--- src/core/ocd_pkg.sv ---
// How it works
// - Startup clock from byte one bits 7:6.
// - Detector bit zero enables low-voltage detector.
// - Watchdog bit zero means always-on watchdog.
// - Halt-reset bit one resets on Halt entry.
// - Byte zero top bit picks wakeup clock.
// - Range field picks resonator current band.
// - Boot region size from byte zero bits 3:2.
// - Read-out protect blocks extraction and flash writes.
// - Erasing protected options erases program memory first.
// - Write protect refuses every erase and program.
// - Option bytes reachable only in programming mode.
// - Blank program memory holds FFh everywhere.
package ocd_pkg;

    // ==========================================================
    // Values after erase and field positions
    // ==========================================================

    // Contents of the two configuration bytes as delivered.
    localparam logic [7:0] CFG0_RESET = 8'hFC;
    localparam logic [7:0] CFG1_RESET = 8'h3F;
    // Value that every blank program memory byte holds.
    localparam logic [7:0] MEM_BLANK_BYTE = 8'hFF;

    // Field positions in configuration byte one.
    localparam int CFG1_CLK_HI = 7;
    localparam int CFG1_CLK_LO = 6;
    localparam int CFG1_LVD_BIT = 2;
    localparam int CFG1_WDG_TYPE_BIT = 1;
    localparam int CFG1_WATCHDOG_HALT_RESET_BIT = 0;
    // Field positions in configuration byte zero.
    localparam int CFG0_WAKE_BIT = 7;
    localparam int CFG0_RANGE_HI = 6;
    localparam int CFG0_RANGE_LO = 4;
    localparam int CFG0_BOOT_HI = 3;
    localparam int CFG0_BOOT_LO = 2;
    localparam int CFG0_RDP_BIT = 1;
    localparam int CFG0_WRP_BIT = 0;

    // ==========================================================
    // Encodings
    // ==========================================================

    // Startup clock source codes.
    localparam logic [1:0] CLK_INT_RC = 2'h0;
    localparam logic [1:0] CLK_WAKE_RC = 2'h1;
    localparam logic [1:0] CLK_RESONATOR = 2'h2;
    localparam logic [1:0] CLK_EXTERNAL = 2'h3;
    // Highest resonator range code, the 32.768 kHz watch crystal band.
    localparam logic [2:0] RANGE_WATCH = 3'h4;
    // Range code that has no use.
    localparam logic [2:0] RANGE_RESERVED = 3'h6;
    // Smallest boot region size in bytes; each code step doubles it.
    localparam logic [12:0] BOOT_BASE_BYTES = 13'h0200;
    // Byte select on the programming port.
    localparam logic SEL_BYTE1 = 1'b1;

    // Sequencer states.
    typedef enum logic [2:0] {
        ST_LOAD,
        ST_RUN,
        ST_NV_BUSY,
        ST_MEM_ERASE
    } ocd_state_type;

    // Decoded hardware settings.
    typedef struct packed {
        logic [1:0] clk_sel;
        logic [2:0] range;
        logic resonator_on;
        logic ext_clock;
        logic range_rsv;
        logic lvd_en;
        logic wdg_always;
        logic halt_rst;
        logic wake_sel;
        logic [1:0] boot_sel;
        logic [12:0] boot_bytes;
        logic rdp;
        logic wrp;
        logic rd_block;
        logic wr_block;
    } ocd_cfg_type;

    // Turns the two raw bytes into settings.
    function automatic ocd_cfg_type ocd_decode(input logic [7:0] byte0, input logic [7:0] byte1);
        ocd_cfg_type d;
        d = '0;
        d.clk_sel = byte1[CFG1_CLK_HI:CFG1_CLK_LO];
        d.range = byte0[CFG0_RANGE_HI:CFG0_RANGE_LO];
        d.resonator_on = (d.clk_sel == CLK_RESONATOR) && (d.range <= RANGE_WATCH);
        d.ext_clock = (d.clk_sel == CLK_EXTERNAL) ||
            (d.clk_sel[1] && (d.range > RANGE_WATCH) && (d.range != RANGE_RESERVED));
        d.range_rsv = d.clk_sel[1] && (d.range == RANGE_RESERVED);
        d.lvd_en = ~byte1[CFG1_LVD_BIT];
        d.wdg_always = ~byte1[CFG1_WDG_TYPE_BIT];
        d.halt_rst = byte1[CFG1_WATCHDOG_HALT_RESET_BIT];
        d.wake_sel = byte0[CFG0_WAKE_BIT];
        d.boot_sel = byte0[CFG0_BOOT_HI:CFG0_BOOT_LO];
        d.boot_bytes = BOOT_BASE_BYTES << d.boot_sel;
        d.rdp = byte0[CFG0_RDP_BIT];
        d.wrp = byte0[CFG0_WRP_BIT];
        d.rd_block = d.rdp;
        d.wr_block = d.rdp | d.wrp;
        return d;
    endfunction

    // Settings that the delivered bytes give, shown while in reset.
    localparam ocd_cfg_type CFG_DEFAULT = ocd_decode(CFG0_RESET, CFG1_RESET);

endpackage

--- src/core/ocd_reset_sync.sv ---
// ==========================================================
// Reset release synchroniser
// ==========================================================
// Asserts at once and releases two clock edges after the pin.
module ocd_reset_sync
    import ocd_pkg::*;
(
    input wire logic i_clk,
    input wire logic i_rst_n,
    output logic o_rst_n
);

    // Two flip-flop stages of the release chain.
    typedef struct packed {
        logic stage1;
        logic stage2;
    } ocd_sync_state_type;

    ocd_sync_state_type sync_reg; // Registered chain.
    ocd_sync_state_type sync_next; // Next chain value.

    // The first stage feeds only the second stage.
    always_comb begin
        sync_next = sync_reg;
        sync_next.stage1 = 1'b1;
        sync_next.stage2 = sync_reg.stage1;
    end

    // Both stages clear asynchronously.
    always_ff @(posedge i_clk or negedge i_rst_n) begin
        if (!i_rst_n) begin
            sync_reg <= '0;
        end else begin
            sync_reg <= sync_next;
        end
    end

    assign o_rst_n = sync_reg.stage2;

endmodule // ocd_reset_sync

--- src/core/ocd_option_decoder.sv ---
// ==========================================================
// Configuration byte loader, decoder and programming gate
// ==========================================================
// The two bytes live in non-volatile cells outside this block.
// After reset the block copies them once and decodes them into
// static settings. A programming port reads, writes and erases
// the cells, guarded by mode and protection bits.
module ocd_option_decoder
    import ocd_pkg::*;
(
    input wire logic i_sys_clk,
    input wire logic i_rst_n,
    input wire logic i_prog_mode,
    input wire logic i_opt_req,
    input wire logic i_opt_we,
    input wire logic i_opt_erase,
    input wire logic i_opt_sel,
    input wire logic [7:0] i_opt_wdata,
    input wire logic [7:0] i_nv_byte0,
    input wire logic [7:0] i_nv_byte1,
    input wire logic i_nv_done,
    output logic o_opt_ack,
    output logic o_opt_refused,
    output logic [7:0] o_opt_rdata,
    output logic o_nv_wr_en,
    output logic o_nv_wr_sel,
    output logic [7:0] o_nv_wr_data,
    output logic o_nv_opt_erase,
    output logic o_mem_erase,
    output logic [7:0] o_mem_fill,
    output logic o_config_valid,
    output logic [1:0] o_startup_clock_select,
    output logic [2:0] o_resonator_range,
    output logic o_resonator_enable,
    output logic o_external_clock,
    output logic o_range_reserved,
    output logic o_low_voltage_detect_enable,
    output logic o_watchdog_always_on,
    output logic o_watchdog_halt_reset,
    output logic o_wakeup_clock_select,
    output logic [1:0] o_boot_region_size,
    output logic [12:0] o_boot_region_bytes,
    output logic o_readout_protect,
    output logic o_program_write_protect,
    output logic o_mem_read_block,
    output logic o_mem_write_block
);

    // ==========================================================
    // State
    // ==========================================================

    // Every flip-flop of the block.
    typedef struct packed {
        ocd_state_type state;
        logic [7:0] raw0;
        logic [7:0] raw1;
        ocd_cfg_type cfg;
        logic valid;
        logic ack;
        logic refused;
        logic [7:0] rdata;
        logic nv_wr_en;
        logic nv_wr_sel;
        logic [7:0] nv_wr_data;
        logic nv_opt_erase;
        logic mem_erase;
        logic [7:0] fill;
    } ocd_main_state_type;

    // Value during and just after reset.
    localparam ocd_main_state_type RESET_STATE = '{
        state: ST_LOAD,
        raw0: CFG0_RESET,
        raw1: CFG1_RESET,
        cfg: CFG_DEFAULT,
        fill: MEM_BLANK_BYTE,
        default: '0
    };

    logic rst_sync_n; // Reset after the release chain.
    ocd_main_state_type state_reg; // Registered state.
    ocd_main_state_type state_next; // Next state.
    logic wrp_now; // Write protect as the cells hold it now or as loaded at reset.
    logic rdp_now; // Read-out protect as the cells hold it now.

    // Releases reset two edges after the pin goes high.
    ocd_reset_sync u_reset_sync (
        .i_clk(i_sys_clk),
        .i_rst_n(i_rst_n),
        .o_rst_n(rst_sync_n)
    );

    // ==========================================================
    // Protection seen by the programming port
    // ==========================================================

    // A bit just programmed must take hold at once, not at next reset.
    assign wrp_now = i_nv_byte0[CFG0_WRP_BIT] | state_reg.cfg.wrp;
    assign rdp_now = i_nv_byte0[CFG0_RDP_BIT];

    // ==========================================================
    // Sequencer
    // ==========================================================

    // Fills the next state; pulse outputs fall back to zero each cycle.
    always_comb begin
        state_next = state_reg;
        state_next.ack = 1'b0;
        state_next.refused = 1'b0;
        state_next.nv_wr_en = 1'b0;
        state_next.nv_opt_erase = 1'b0;
        state_next.mem_erase = 1'b0;
        state_next.fill = MEM_BLANK_BYTE;
        unique case (state_reg.state)
            // Takes one copy of the cells right after reset.
            ST_LOAD: begin
                state_next.raw0 = i_nv_byte0;
                state_next.raw1 = i_nv_byte1;
                state_next.cfg = ocd_decode(i_nv_byte0, i_nv_byte1);
                state_next.valid = 1'b1;
                state_next.state = ST_RUN;
            end
            // Serves the programming port; settings stay untouched.
            ST_RUN: begin
                if (i_opt_req) begin
                    if (!i_prog_mode) begin
                        // Outside programming mode every access is refused.
                        state_next.ack = 1'b1;
                        state_next.refused = 1'b1;
                        state_next.rdata = 8'h00;
                    end else if ((i_opt_erase || i_opt_we) && wrp_now) begin
                        // Write protect locks the cells for good.
                        state_next.ack = 1'b1;
                        state_next.refused = 1'b1;
                    end else if (i_opt_erase && rdp_now) begin
                        // Protected content goes first, then the options.
                        state_next.mem_erase = 1'b1;
                        state_next.state = ST_MEM_ERASE;
                    end else if (i_opt_erase) begin
                        // Unprotected erase of both option bytes.
                        state_next.nv_opt_erase = 1'b1;
                        state_next.state = ST_NV_BUSY;
                    end else if (i_opt_we) begin
                        // Program one byte into the cells.
                        state_next.nv_wr_en = 1'b1;
                        state_next.nv_wr_sel = i_opt_sel;
                        state_next.nv_wr_data = i_opt_wdata;
                        state_next.state = ST_NV_BUSY;
                    end else begin
                        // Read back the live cell contents.
                        state_next.ack = 1'b1;
                        state_next.rdata = (i_opt_sel == SEL_BYTE1) ? i_nv_byte1 : i_nv_byte0;
                    end
                end
            end
            // Waits for the whole program memory to be blank.
            ST_MEM_ERASE: begin
                if (i_nv_done) begin
                    state_next.nv_opt_erase = 1'b1;
                    state_next.state = ST_NV_BUSY;
                end
            end
            // Waits for the cells to finish a program or erase.
            ST_NV_BUSY: begin
                if (i_nv_done) begin
                    state_next.ack = 1'b1;
                    state_next.state = ST_RUN;
                end
            end
            default: begin
                state_next.state = ST_LOAD;
            end
        endcase
    end

    // Registers the whole state; reset gives constants only.
    always_ff @(posedge i_sys_clk or negedge rst_sync_n) begin
        if (!rst_sync_n) begin
            state_reg <= RESET_STATE;
        end else begin
            state_reg <= state_next;
        end
    end

    // ==========================================================
    // Outputs, all straight from flip-flops
    // ==========================================================

    assign o_opt_ack = state_reg.ack;
    assign o_opt_refused = state_reg.refused;
    assign o_opt_rdata = state_reg.rdata;
    assign o_nv_wr_en = state_reg.nv_wr_en;
    assign o_nv_wr_sel = state_reg.nv_wr_sel;
    assign o_nv_wr_data = state_reg.nv_wr_data;
    assign o_nv_opt_erase = state_reg.nv_opt_erase;
    assign o_mem_erase = state_reg.mem_erase;
    assign o_mem_fill = state_reg.fill;
    assign o_config_valid = state_reg.valid;
    assign o_startup_clock_select = state_reg.cfg.clk_sel;
    assign o_resonator_range = state_reg.cfg.range;
    assign o_resonator_enable = state_reg.cfg.resonator_on;
    assign o_external_clock = state_reg.cfg.ext_clock;
    assign o_range_reserved = state_reg.cfg.range_rsv;
    assign o_low_voltage_detect_enable = state_reg.cfg.lvd_en;
    assign o_watchdog_always_on = state_reg.cfg.wdg_always;
    assign o_watchdog_halt_reset = state_reg.cfg.halt_rst;
    assign o_wakeup_clock_select = state_reg.cfg.wake_sel;
    assign o_boot_region_size = state_reg.cfg.boot_sel;
    assign o_boot_region_bytes = state_reg.cfg.boot_bytes;
    assign o_readout_protect = state_reg.cfg.rdp;
    assign o_program_write_protect = state_reg.cfg.wrp;
    assign o_mem_read_block = state_reg.cfg.rd_block;
    assign o_mem_write_block = state_reg.cfg.wr_block;
endmodule // ocd_option_decoder

--- config.mk ---
export PLATFORM = sky130hd
export DESIGN_NAME = ocd_option_decoder
export DESIGN_NICKNAME = d
export VERILOG_FILES = /design/src/core/ocd_pkg.sv /design/src/core/ocd_reset_sync.sv /design/src/core/ocd_option_decoder.sv
export SDC_FILE = /design/constraint.sdc
export NUM_CORES = 1
export LEC_CHECK = 0
export BUFFER_PORTS_ARGS = -buffer_cell sky130_fd_sc_hd__buf_2
export CAP_MARGIN = 20
export CORE_UTILIZATION = 48
export CTS_BUF_LIST = sky130_fd_sc_hd__clkbuf_4 sky130_fd_sc_hd__clkbuf_8 sky130_fd_sc_hd__clkbuf_16
export DETAILED_ROUTE_END_ITERATION = 10
export PLACE_DENSITY = 0.87
export SETUP_SLACK_MARGIN = 0.4
export SYNTH_ARGS = -nofsm -noshare
export SYNTH_HDL_FRONTEND = slang
export SYNTH_SLANG_ARGS = --single-unit
--- constraint.sdc ---
create_clock -name i_sys_clk -period 1.8 [get_ports i_sys_clk]
set_input_delay 0.18 -clock i_sys_clk [delete_from_list [all_inputs] [get_ports i_sys_clk]]
set_output_delay 0.18 -clock i_sys_clk [all_outputs]
set_load 0.005 [all_outputs]
==> key figures, run 1 <==
Timing
  • Fin crit share: 0.817
  • Unrepaired setup endpoints after global routing: true
  • Fin Setup TNS: 0 ps
  • Relative slew margins: 0.620
  • Finish-stage setup viols: 0
  • Setup ws final: 330 ps
  • Fmax: 0.680 GHz
  • Final Hold Viols: 0
  • Slew Viols, Final: 0
  • Worst clock skew: 11.7 ps
  • Worst Max-Slew Pin Slew: 570 ps
  • Minimum clock period: 1470 ps

Global routing
  • Busiest grt layer: met2
  • Met3 usage in global routing: 0.0361
  • GRT Overall Usage: 0.185
  • Vias in the first global route: 1504
  • Initial antenna violation count: 0
  • GR Overflow Total: 0
  • Global routing usage on met2: 0.294
  • Largest net degree at the start of global routing: 47
  • M1 GR Usage: 0.248
  • First-pass GRT wire length: 7290 µm

Critical path
  • Slowest cell on crit path: dfrtp_1
  • Crit path to: o_nv_wr_data[6]$_DFFE_PN0P_
  • Critical path class: flop to flop
  • Crit path from: state_reg[79]$_DFFE_PN0P_
  • Reg2reg end: o_nv_wr_data[6]$_DFFE_PN0P_
  • Reg2Reg Launch Point: state_reg[79]$_DFFE_PN0P_
  • Critical path depth: 5
  • Critical path, cell by cell: inv_2 > ha_4 > and4b_4 > nand3_4 > mux2_4
  • CP max FO: 5
  • CP bufs+invs: 1
  • CP required: 1980 ps
  • Worst r2r path cells: 5
  • Max stage delay on crit path: 410 ps
  • CP delay by family, top: flip-flops
  • Reg2reg setup slack: 330 ps
  • Worst EP arrival: 1650 ps
  • CP Launch Type: flop
  • Crit. End Element: flop

Hold path
  • Worst Hold Class: input pin to flop
  • Hold wc startpoint: i_nv_byte1[2]

Routing
  • Post-Route WL: 4520 µm
  • DRT Pass-1 Iters: 5
  • Post-DR wirelength/cell: 13.8 µm
  • Via-to-Cell Ratio: 4.83
  • DR iter-0 viols: 51
  • Routed Antenna Nets: 0
  • Vias: 1581
  • Drt drc: 0

Pwr
  • Clk pwr share: 0.180
  • Internal Dissipation: 3.03 mW
  • Power Dens Cells: 1530 nW/µm²
  • Part of the power in combinational logic: 0.411
  • Power, Total: 4.34 mW
  • Sw frac: 0.301
  • P_leak: 1.44 nW
  • Peak supply drop: 638 µV
  • Flop pwr share: 0.409
  • Psw: 1.31 mW

Yosys
  • Mapped Cells: 197
  • Yosys top cell by area: dfrtp_1
  • Yosys warnings: 0
  • Synthesized flop and latch total: 48
  • Yosys cell types: 37
  • Synth Area per Inst: 12.0 µm²
  • Synth top area cells: dfrtp_1 42%, buf_4 14%, mux2_2 9.5%, dfstp_2 8.9%, mux2i_1 4.7%
  • Top-area cell type share of the netlist area: 0.424
  • Synth Cell Area: 2360 µm²
  • Register area share after synthesis: 0.513

Finish
  • Layout cells sized above 1: 0.531
  • Commonest cells after routing, fill and taps aside: 76 x buf_2, 39 x dfrtp_1, 19 x mux2_2
  • # nets final: 295
  • Fill cells: 398
  • Final instance count without filler cells: 327
  • Synthesis-to-layout area growth: 20.0%
  • Number of antenna diodes: 0
  • Most common cell after layout, fill and taps aside: buf_2

Die
  • Cell Rows: 25
  • Ports: 94
  • Starting Density: 0.500
  • Die X: 72.1 µm
  • Core box area: 4720 µm²
  • Die Span Y: 72.1 µm
  • Die area: 5200 µm²

Place
  • Placed cells: 309
  • Dpl hpwl: 3020 µm
  • GPL Wtd Cong: 0.792
  • Port Buffers: 76
  • Post-Place Setup Slack: 252 ps

Clock tree
  • Num CTS Buffers: 5
  • CTS tree: built
  • CTS Buffer Depth: 2
  • Clock-pin slew on the worst setup and hold paths: 90 ps
  • CTS sink cnt: 48
  • H-tree level count: 2
  • Clock latency on the worst-skew pair: 290 ps
  • Root Buffer: clkbuf_8

Run
  • Max cap viols: 0

Outcome
  • Outcome: finished clean
## logic make-up (layout without fill, tap and decap cells)
logic type      Yosys count  after routing  synth area share
other cells               2             18           0.00318
fa+ha+maj                 4              4            0.0212
buf+inv                  59            105             0.166
flops                    48             48             0.513
compound gates           30             30            0.0944
mux                      31             31             0.142
simple gates             23             24            0.0594
## through the flow
step	area [µm²]	hold WS [ps]	utilization
global route	2830	60.7	0.600
global placement	2570	-35.5	0.545
floorplan	2440	-116	-
detailed placement	2570	-34.7	0.545
finish	2830	76.0	0.600
CTS	2830	64.1	0.600
## power by group through the flow
stage | logic [mW] | registers [mW] | clock network (mW)
2_1_floorplan | 1.27 | 1.79 | 0
3_3_place_gp | 1.46 | 1.78 | 0
3_5_place_dp | 1.52 | 1.80 | 0
4_1_cts | 1.80 | 1.78 | 0.807
5_1_grt | 1.96 | 1.83 | 0.844
6_report | 1.78 | 1.78 | 0.781
## area by class of cell
class	instances	area [µm²]	area share
clock buffers	7	83.8	0.0296
clock inverters	1	30.0	0.0106
repair buffers	87	503	0.178
multi-input cells	107	882	0.311
flip-flops and latches	48	1210	0.428
inverters	10	37.5	0.0133
well taps	67	83.8	0.0296
## worst min path at each step
stage                                                    endpoint  slack [ps]  depth (start not counted)
after global placement        u_reset_sync.sync_next[0]$_DFF_PN0_         -40                          1
final                     o_low_voltage_detect_enable$_DFFE_PN0P_          80                          2
after floorplan                    u_reset_sync.o_rst_n$_DFF_PN0_        -120                          0
after detailed placement      u_reset_sync.sync_next[0]$_DFF_PN0_         -30                          1
after CTS                 o_low_voltage_detect_enable$_DFFE_PN0P_          60                          2
after global routing      o_low_voltage_detect_enable$_DFFE_PN0P_          60                          2
## synth_stat cells
cell	instances
clkbuf_1	1
o32a_2	1
dfstp_2	8
nand3b_1	2
a21boi_0	1
and4b_4	1
a311oi_1	1
a21oi_1	3
nand3_1	1
and3_2	1
buf_1	1
and2_2	1
o21ai_0	7
o2bb2ai_1	9
o22ai_1	1
nand2_1	4
mux2_2	20
nor2b_1	1
a32o_1	1
buf_2	2
mux2i_1	11
nor3b_1	1
a22o_1	1
o21ba_2	1
o211ai_1	1
ha_1	4
a211oi_1	1
nor2_1	7
o21a_1	1
buf_4	45
nand4_1	2
or2_2	1
inv_1	10
nand3_4	1
conb_1	2
dfrtp_1	40
a2bb2oi_1	1
## layer usage
layer | routed length [µm] | share of wire
met1 | 2040 | 0.45
met2 | 2130 | 0.47
met3 | 298 | 0.066
met4 | 45 | 0.010
met5 | 0 | 0
## timing repair
item	CTS	global route
hold buffers	1	0
endpoints found under the setup margin	32	26
cloned	2	0
resized for setup	8	0
endpoints found under the hold margin	2	0
pin swaps	3	1
setup buffers	7	0
No activity file was read; power rests on OpenSTA's default activity.
==> inputs of run 2 (changes only) <==
--- a/config.mk
+++ b/config.mk
@@ -5,12 +5,13 @@
 export SDC_FILE = /design/constraint.sdc
 export NUM_CORES = 1
 export LEC_CHECK = 0
+export ABC_AREA = 1
 export BUFFER_PORTS_ARGS = -buffer_cell sky130_fd_sc_hd__buf_2
 export CAP_MARGIN = 20
-export CORE_UTILIZATION = 48
+export CORE_UTILIZATION = 49
 export CTS_BUF_LIST = sky130_fd_sc_hd__clkbuf_4 sky130_fd_sc_hd__clkbuf_8 sky130_fd_sc_hd__clkbuf_16
 export DETAILED_ROUTE_END_ITERATION = 10
-export PLACE_DENSITY = 0.87
+export PLACE_DENSITY = 0.88
 export SETUP_SLACK_MARGIN = 0.4
 export SYNTH_ARGS = -nofsm -noshare
 export SYNTH_HDL_FRONTEND = slang
==> constraint.sdc (replaced) <==
create_clock -name i_sys_clk -period 1.48 [get_ports i_sys_clk]
set_input_delay 0.148 -clock i_sys_clk [delete_from_list [all_inputs] [get_ports i_sys_clk]]
set_output_delay 0.148 -clock i_sys_clk [all_outputs]
set_load 0.005 [all_outputs]
==> key figures, run 2 <==
Finish
  • Number of antenna diodes: 0 (unchanged)
  • Layout cells sized above 1: 0.572 (+0.0410)
  • # nets final: 411 (+39%)
  • Synthesis-to-layout area growth: 47.1%
  • Commonest cells after routing, fill and taps aside: 73 x buf_2, 62 x nand2_1, 39 x dfrtp_1
  • Final core utilization: 0.754 (+0.154)
  • Final instance area: 3560 µm² (+26%)
  • Most common cell after layout, fill and taps aside: buf_2
  • Final instance count without filler cells: 443 (+35%)

Yosys
  • Post-synth EDFFs: 0 (unchanged)
  • Synthesized flop and latch total: 48 (unchanged)
  • Register area share after synthesis: 0.500 (-0.0130)
  • Synth Cell Area: 2420 µm² (+2.6%)
  • Synth Flop Type: dfrtp_1
  • Mapped Cells: 282 (+43%)
  • Synth top area cells: dfrtp_1 41%, nand2_1 15%, buf_4 14%, dfstp_2 8.7%, nand3_1 5.4%
  • Synth Area per Inst: 8.59 µm² (-28%)
  • Yosys cell types: 26 (-30%)
  • Yosys top cell by area: dfrtp_1
  • Async set-reset flop share out of synthesis: 1.00 (unchanged)
  • Yosys warnings: 0 (unchanged)
  • Commonest cells in the netlist: 98 x nand2_1, 45 x buf_4, 40 x dfrtp_1
  • Top-area cell type share of the netlist area: 0.413 (-0.0107)
  • Most frequent cell after synthesis: nand2_1

Critical path
  • Worst r2r path cells: 8 (+3)
  • Worst EP arrival: 1630 ps (-20 ps)
  • Crit. End Element: flop
  • CP required: 1700 ps (-280 ps)
  • Critical Path Most Common Cell: buf_6
  • CP max FO: 4 (-1)
  • Critical path, cell by cell: buf_6 > ha_4 > nand2_4 > buf_4 > buf_6 > inv_4 > nand2_2 > a31oi_1
  • Max stage delay on crit path: 410 ps (about the same)
  • Critical path class: flop to flop
  • Slowest cell on crit path: dfrtp_1
  • CP Launch Type: flop

Timing
  • Slew Viols, Final: 0 (unchanged)
  • Worst clock skew: 2.65 ps (-9.01 ps)
  • Final Hold Viols: 0 (unchanged)
  • Minimum clock period: 1410 ps (-60.5 ps)
  • Unrepaired setup endpoints after global routing: true
  • Fin crit share: 0.952 (+0.136)
  • Worst Max-Slew Pin Slew: 514 ps (-55.9 ps)
  • Fin Setup TNS: 0 ps (unchanged)
  • Min Hold Slack: 28.2 ps (-47.8 ps)
  • Fmax: 0.710 GHz (+4.3%)
  • Relative slew margins: 0.657 (+0.0372)
  • Finish-stage setup viols: 0 (unchanged)
  • Setup ws final: 70.7 ps (-259 ps)

Place
  • Post-Place Setup Slack: 50.4 ps (-202 ps)
  • Placed cells: 393 (+27%)
  • Dpl cell area: 2650 µm² (+2.8%)
  • Port Buffers: 76 (unchanged)
  • GPL Wtd Cong: 0.833 (+5.2%)
  • Dpl hpwl: 3820 µm (+27%)

Routing
  • Via-to-Cell Ratio: 5.46 (+13%)
  • Drt drc: 0 (unchanged)
  • DRT Pass-1 Iters: 5 (unchanged)
  • Post-DR wirelength/cell: 18.5 µm (+34%)
  • Routed Antenna Nets: 0 (unchanged)
  • Vias: 2419 (+53%)
  • DR iter-0 viols: 275 (+440%)
  • Post-Route WL: 8210 µm (+82%)

Hold path
  • Worst Hold Class: input pin to flop
  • Worst Hold Depth: 2 (unchanged)

Outcome
  • Outcome: finished clean

Die
  • Starting Density: 0.513 (+0.0130)
  • Ports: 94 (unchanged)
  • Die area: 5230 µm² (+0.49%)
  • Cell Rows: 25 (unchanged)
  • Core box area: 4720 µm² (unchanged)
  • Die X: 72.3 µm (+0.24%)
  • Die Span Y: 72.3 µm (+0.24%)

Global routing
  • Largest net degree at the start of global routing: 26 (-45%)
  • GRT Overall Usage: 0.270 (+0.0843)
  • GR Overflow Total: 0 (unchanged)
  • Initial antenna violation count: 0 (unchanged)
  • First-pass GRT wire length: 10500 µm (+44%)
  • Vias in the first global route: 2191 (+46%)

Pwr
  • Peak supply drop: 420 µV (-34%)
  • Power, Total: 2.77 mW (-36%)
  • P_leak: 1.86 nW (+29%)
  • Power Dens Cells: 777 nW/µm² (-49%)

Run
  • Max cap viols: 0 (unchanged)

Clock tree
  • Num CTS Buffers: 5 (unchanged)
  • CTS Buffer Depth: 2 (unchanged)
  • CTS tree: built
  • Clock-pin slew on the worst setup and hold paths: 90 ps (about the same)
  • H-tree level count: 2 (unchanged)
  • Root Buffer: clkbuf_8
  • CTS sink cnt: 48 (unchanged)
  • Clock latency on the worst-skew pair: 310 ps (+20 ps)
run 2: changes by cell type after synthesis, sizes merged, moves of 3 or more:
cell	previous run	this run
clkbuf	1	4
inv	10	16
mux2	20	0
mux2i	11	0
nand2	4	101
nand3	2	26
nor2	7	11
o21ai	7	14
o2bb2ai	9	0
run 2: final timing paths:
check | startpoint | endpoint | slack, ps
min reg2reg | u_reset_sync.o_rst_n$_DFF_PN0_ | o_config_valid$_DFFE_PN0P_ | 250
max | state_reg[78]$_DFFE_PN0P_ | o_opt_ack$_DFF_PN0_ | 70
max reg2reg | state_reg[78]$_DFFE_PN0P_ | o_opt_ack$_DFF_PN0_ | 70
max in group asynchronous | u_reset_sync.o_rst_n$_DFF_PN0_ | o_nv_wr_data[3]$_DFFE_PN0P_ | 720
min | i_nv_byte1[1] | o_watchdog_always_on$_DFFE_PN0P_ | 30
min in group asynchronous | i_rst_n | u_reset_sync.o_rst_n$_DFF_PN0_ | 140
run 2: kinds of logic (layout without fill, tap and decap cells):
logic type / Yosys count / after routing / share of synthesized area
simple gates: 143 / 144 / 0.257
buf+inv: 66 / 143 / 0.175
flops: 48 / 48 / 0.500
compound gates: 19 / 19 / 0.0439
fa+ha+maj: 4 / 4 / 0.0207
other cells: 2 / 18 / 0.00310
run 2: timing repair:
action / CTS / global route
pin swaps: 44 / 28
hold buffers: 1 / 0
setup buffers: 24 / 11
resized for setup: 71 / 49
hold endpoints to repair: 2 / 0
cloned: 3 / 3
endpoints found under the setup margin: 52 / 54
run 2: per-layer routing:
layer | global-route usage | share of wire | up-vias
met5 | 0 | 0 | -
met4 | 0.144 | 0.054 | 0
met3 | 0.0556 | 0.079 | 56
met2 | 0.456 | 0.50 | 180
met1 | 0.324 | 0.37 | 1173
li1 | - | - | 1010
run 2: power breakdown:
group / internal, mW / total [mW] / switching, mW
sequential: 1.37 / 1.41 / 0.0445
combinational: 0.150 / 0.374 / 0.224
clock: 0.520 / 0.979 / 0.458
total: 2.04 / 2.77 / 0.727
run 2: worst max-delay path, delay by kind of cell, from the launching register on:
family / cells / cell delay [ps]
compound gates: 1 / 200
simple gates: 2 / 130
flops: 1 / 410
fa+ha+maj: 1 / 150
buf+inv: 4 / 420
run 2: final cells by class:
type	count	area, µm²
Timing Repair Buffer	116	820
Tap cell	67	83.8
Multi-Input combinational cell	185	1210
Inverter	16	81.3
Timing Repair inverter	3	38.8
Sequential cell	48	1210
Clock inverter	2	35.0
Fill cell	269	1160
Clock buffer	6	76.3
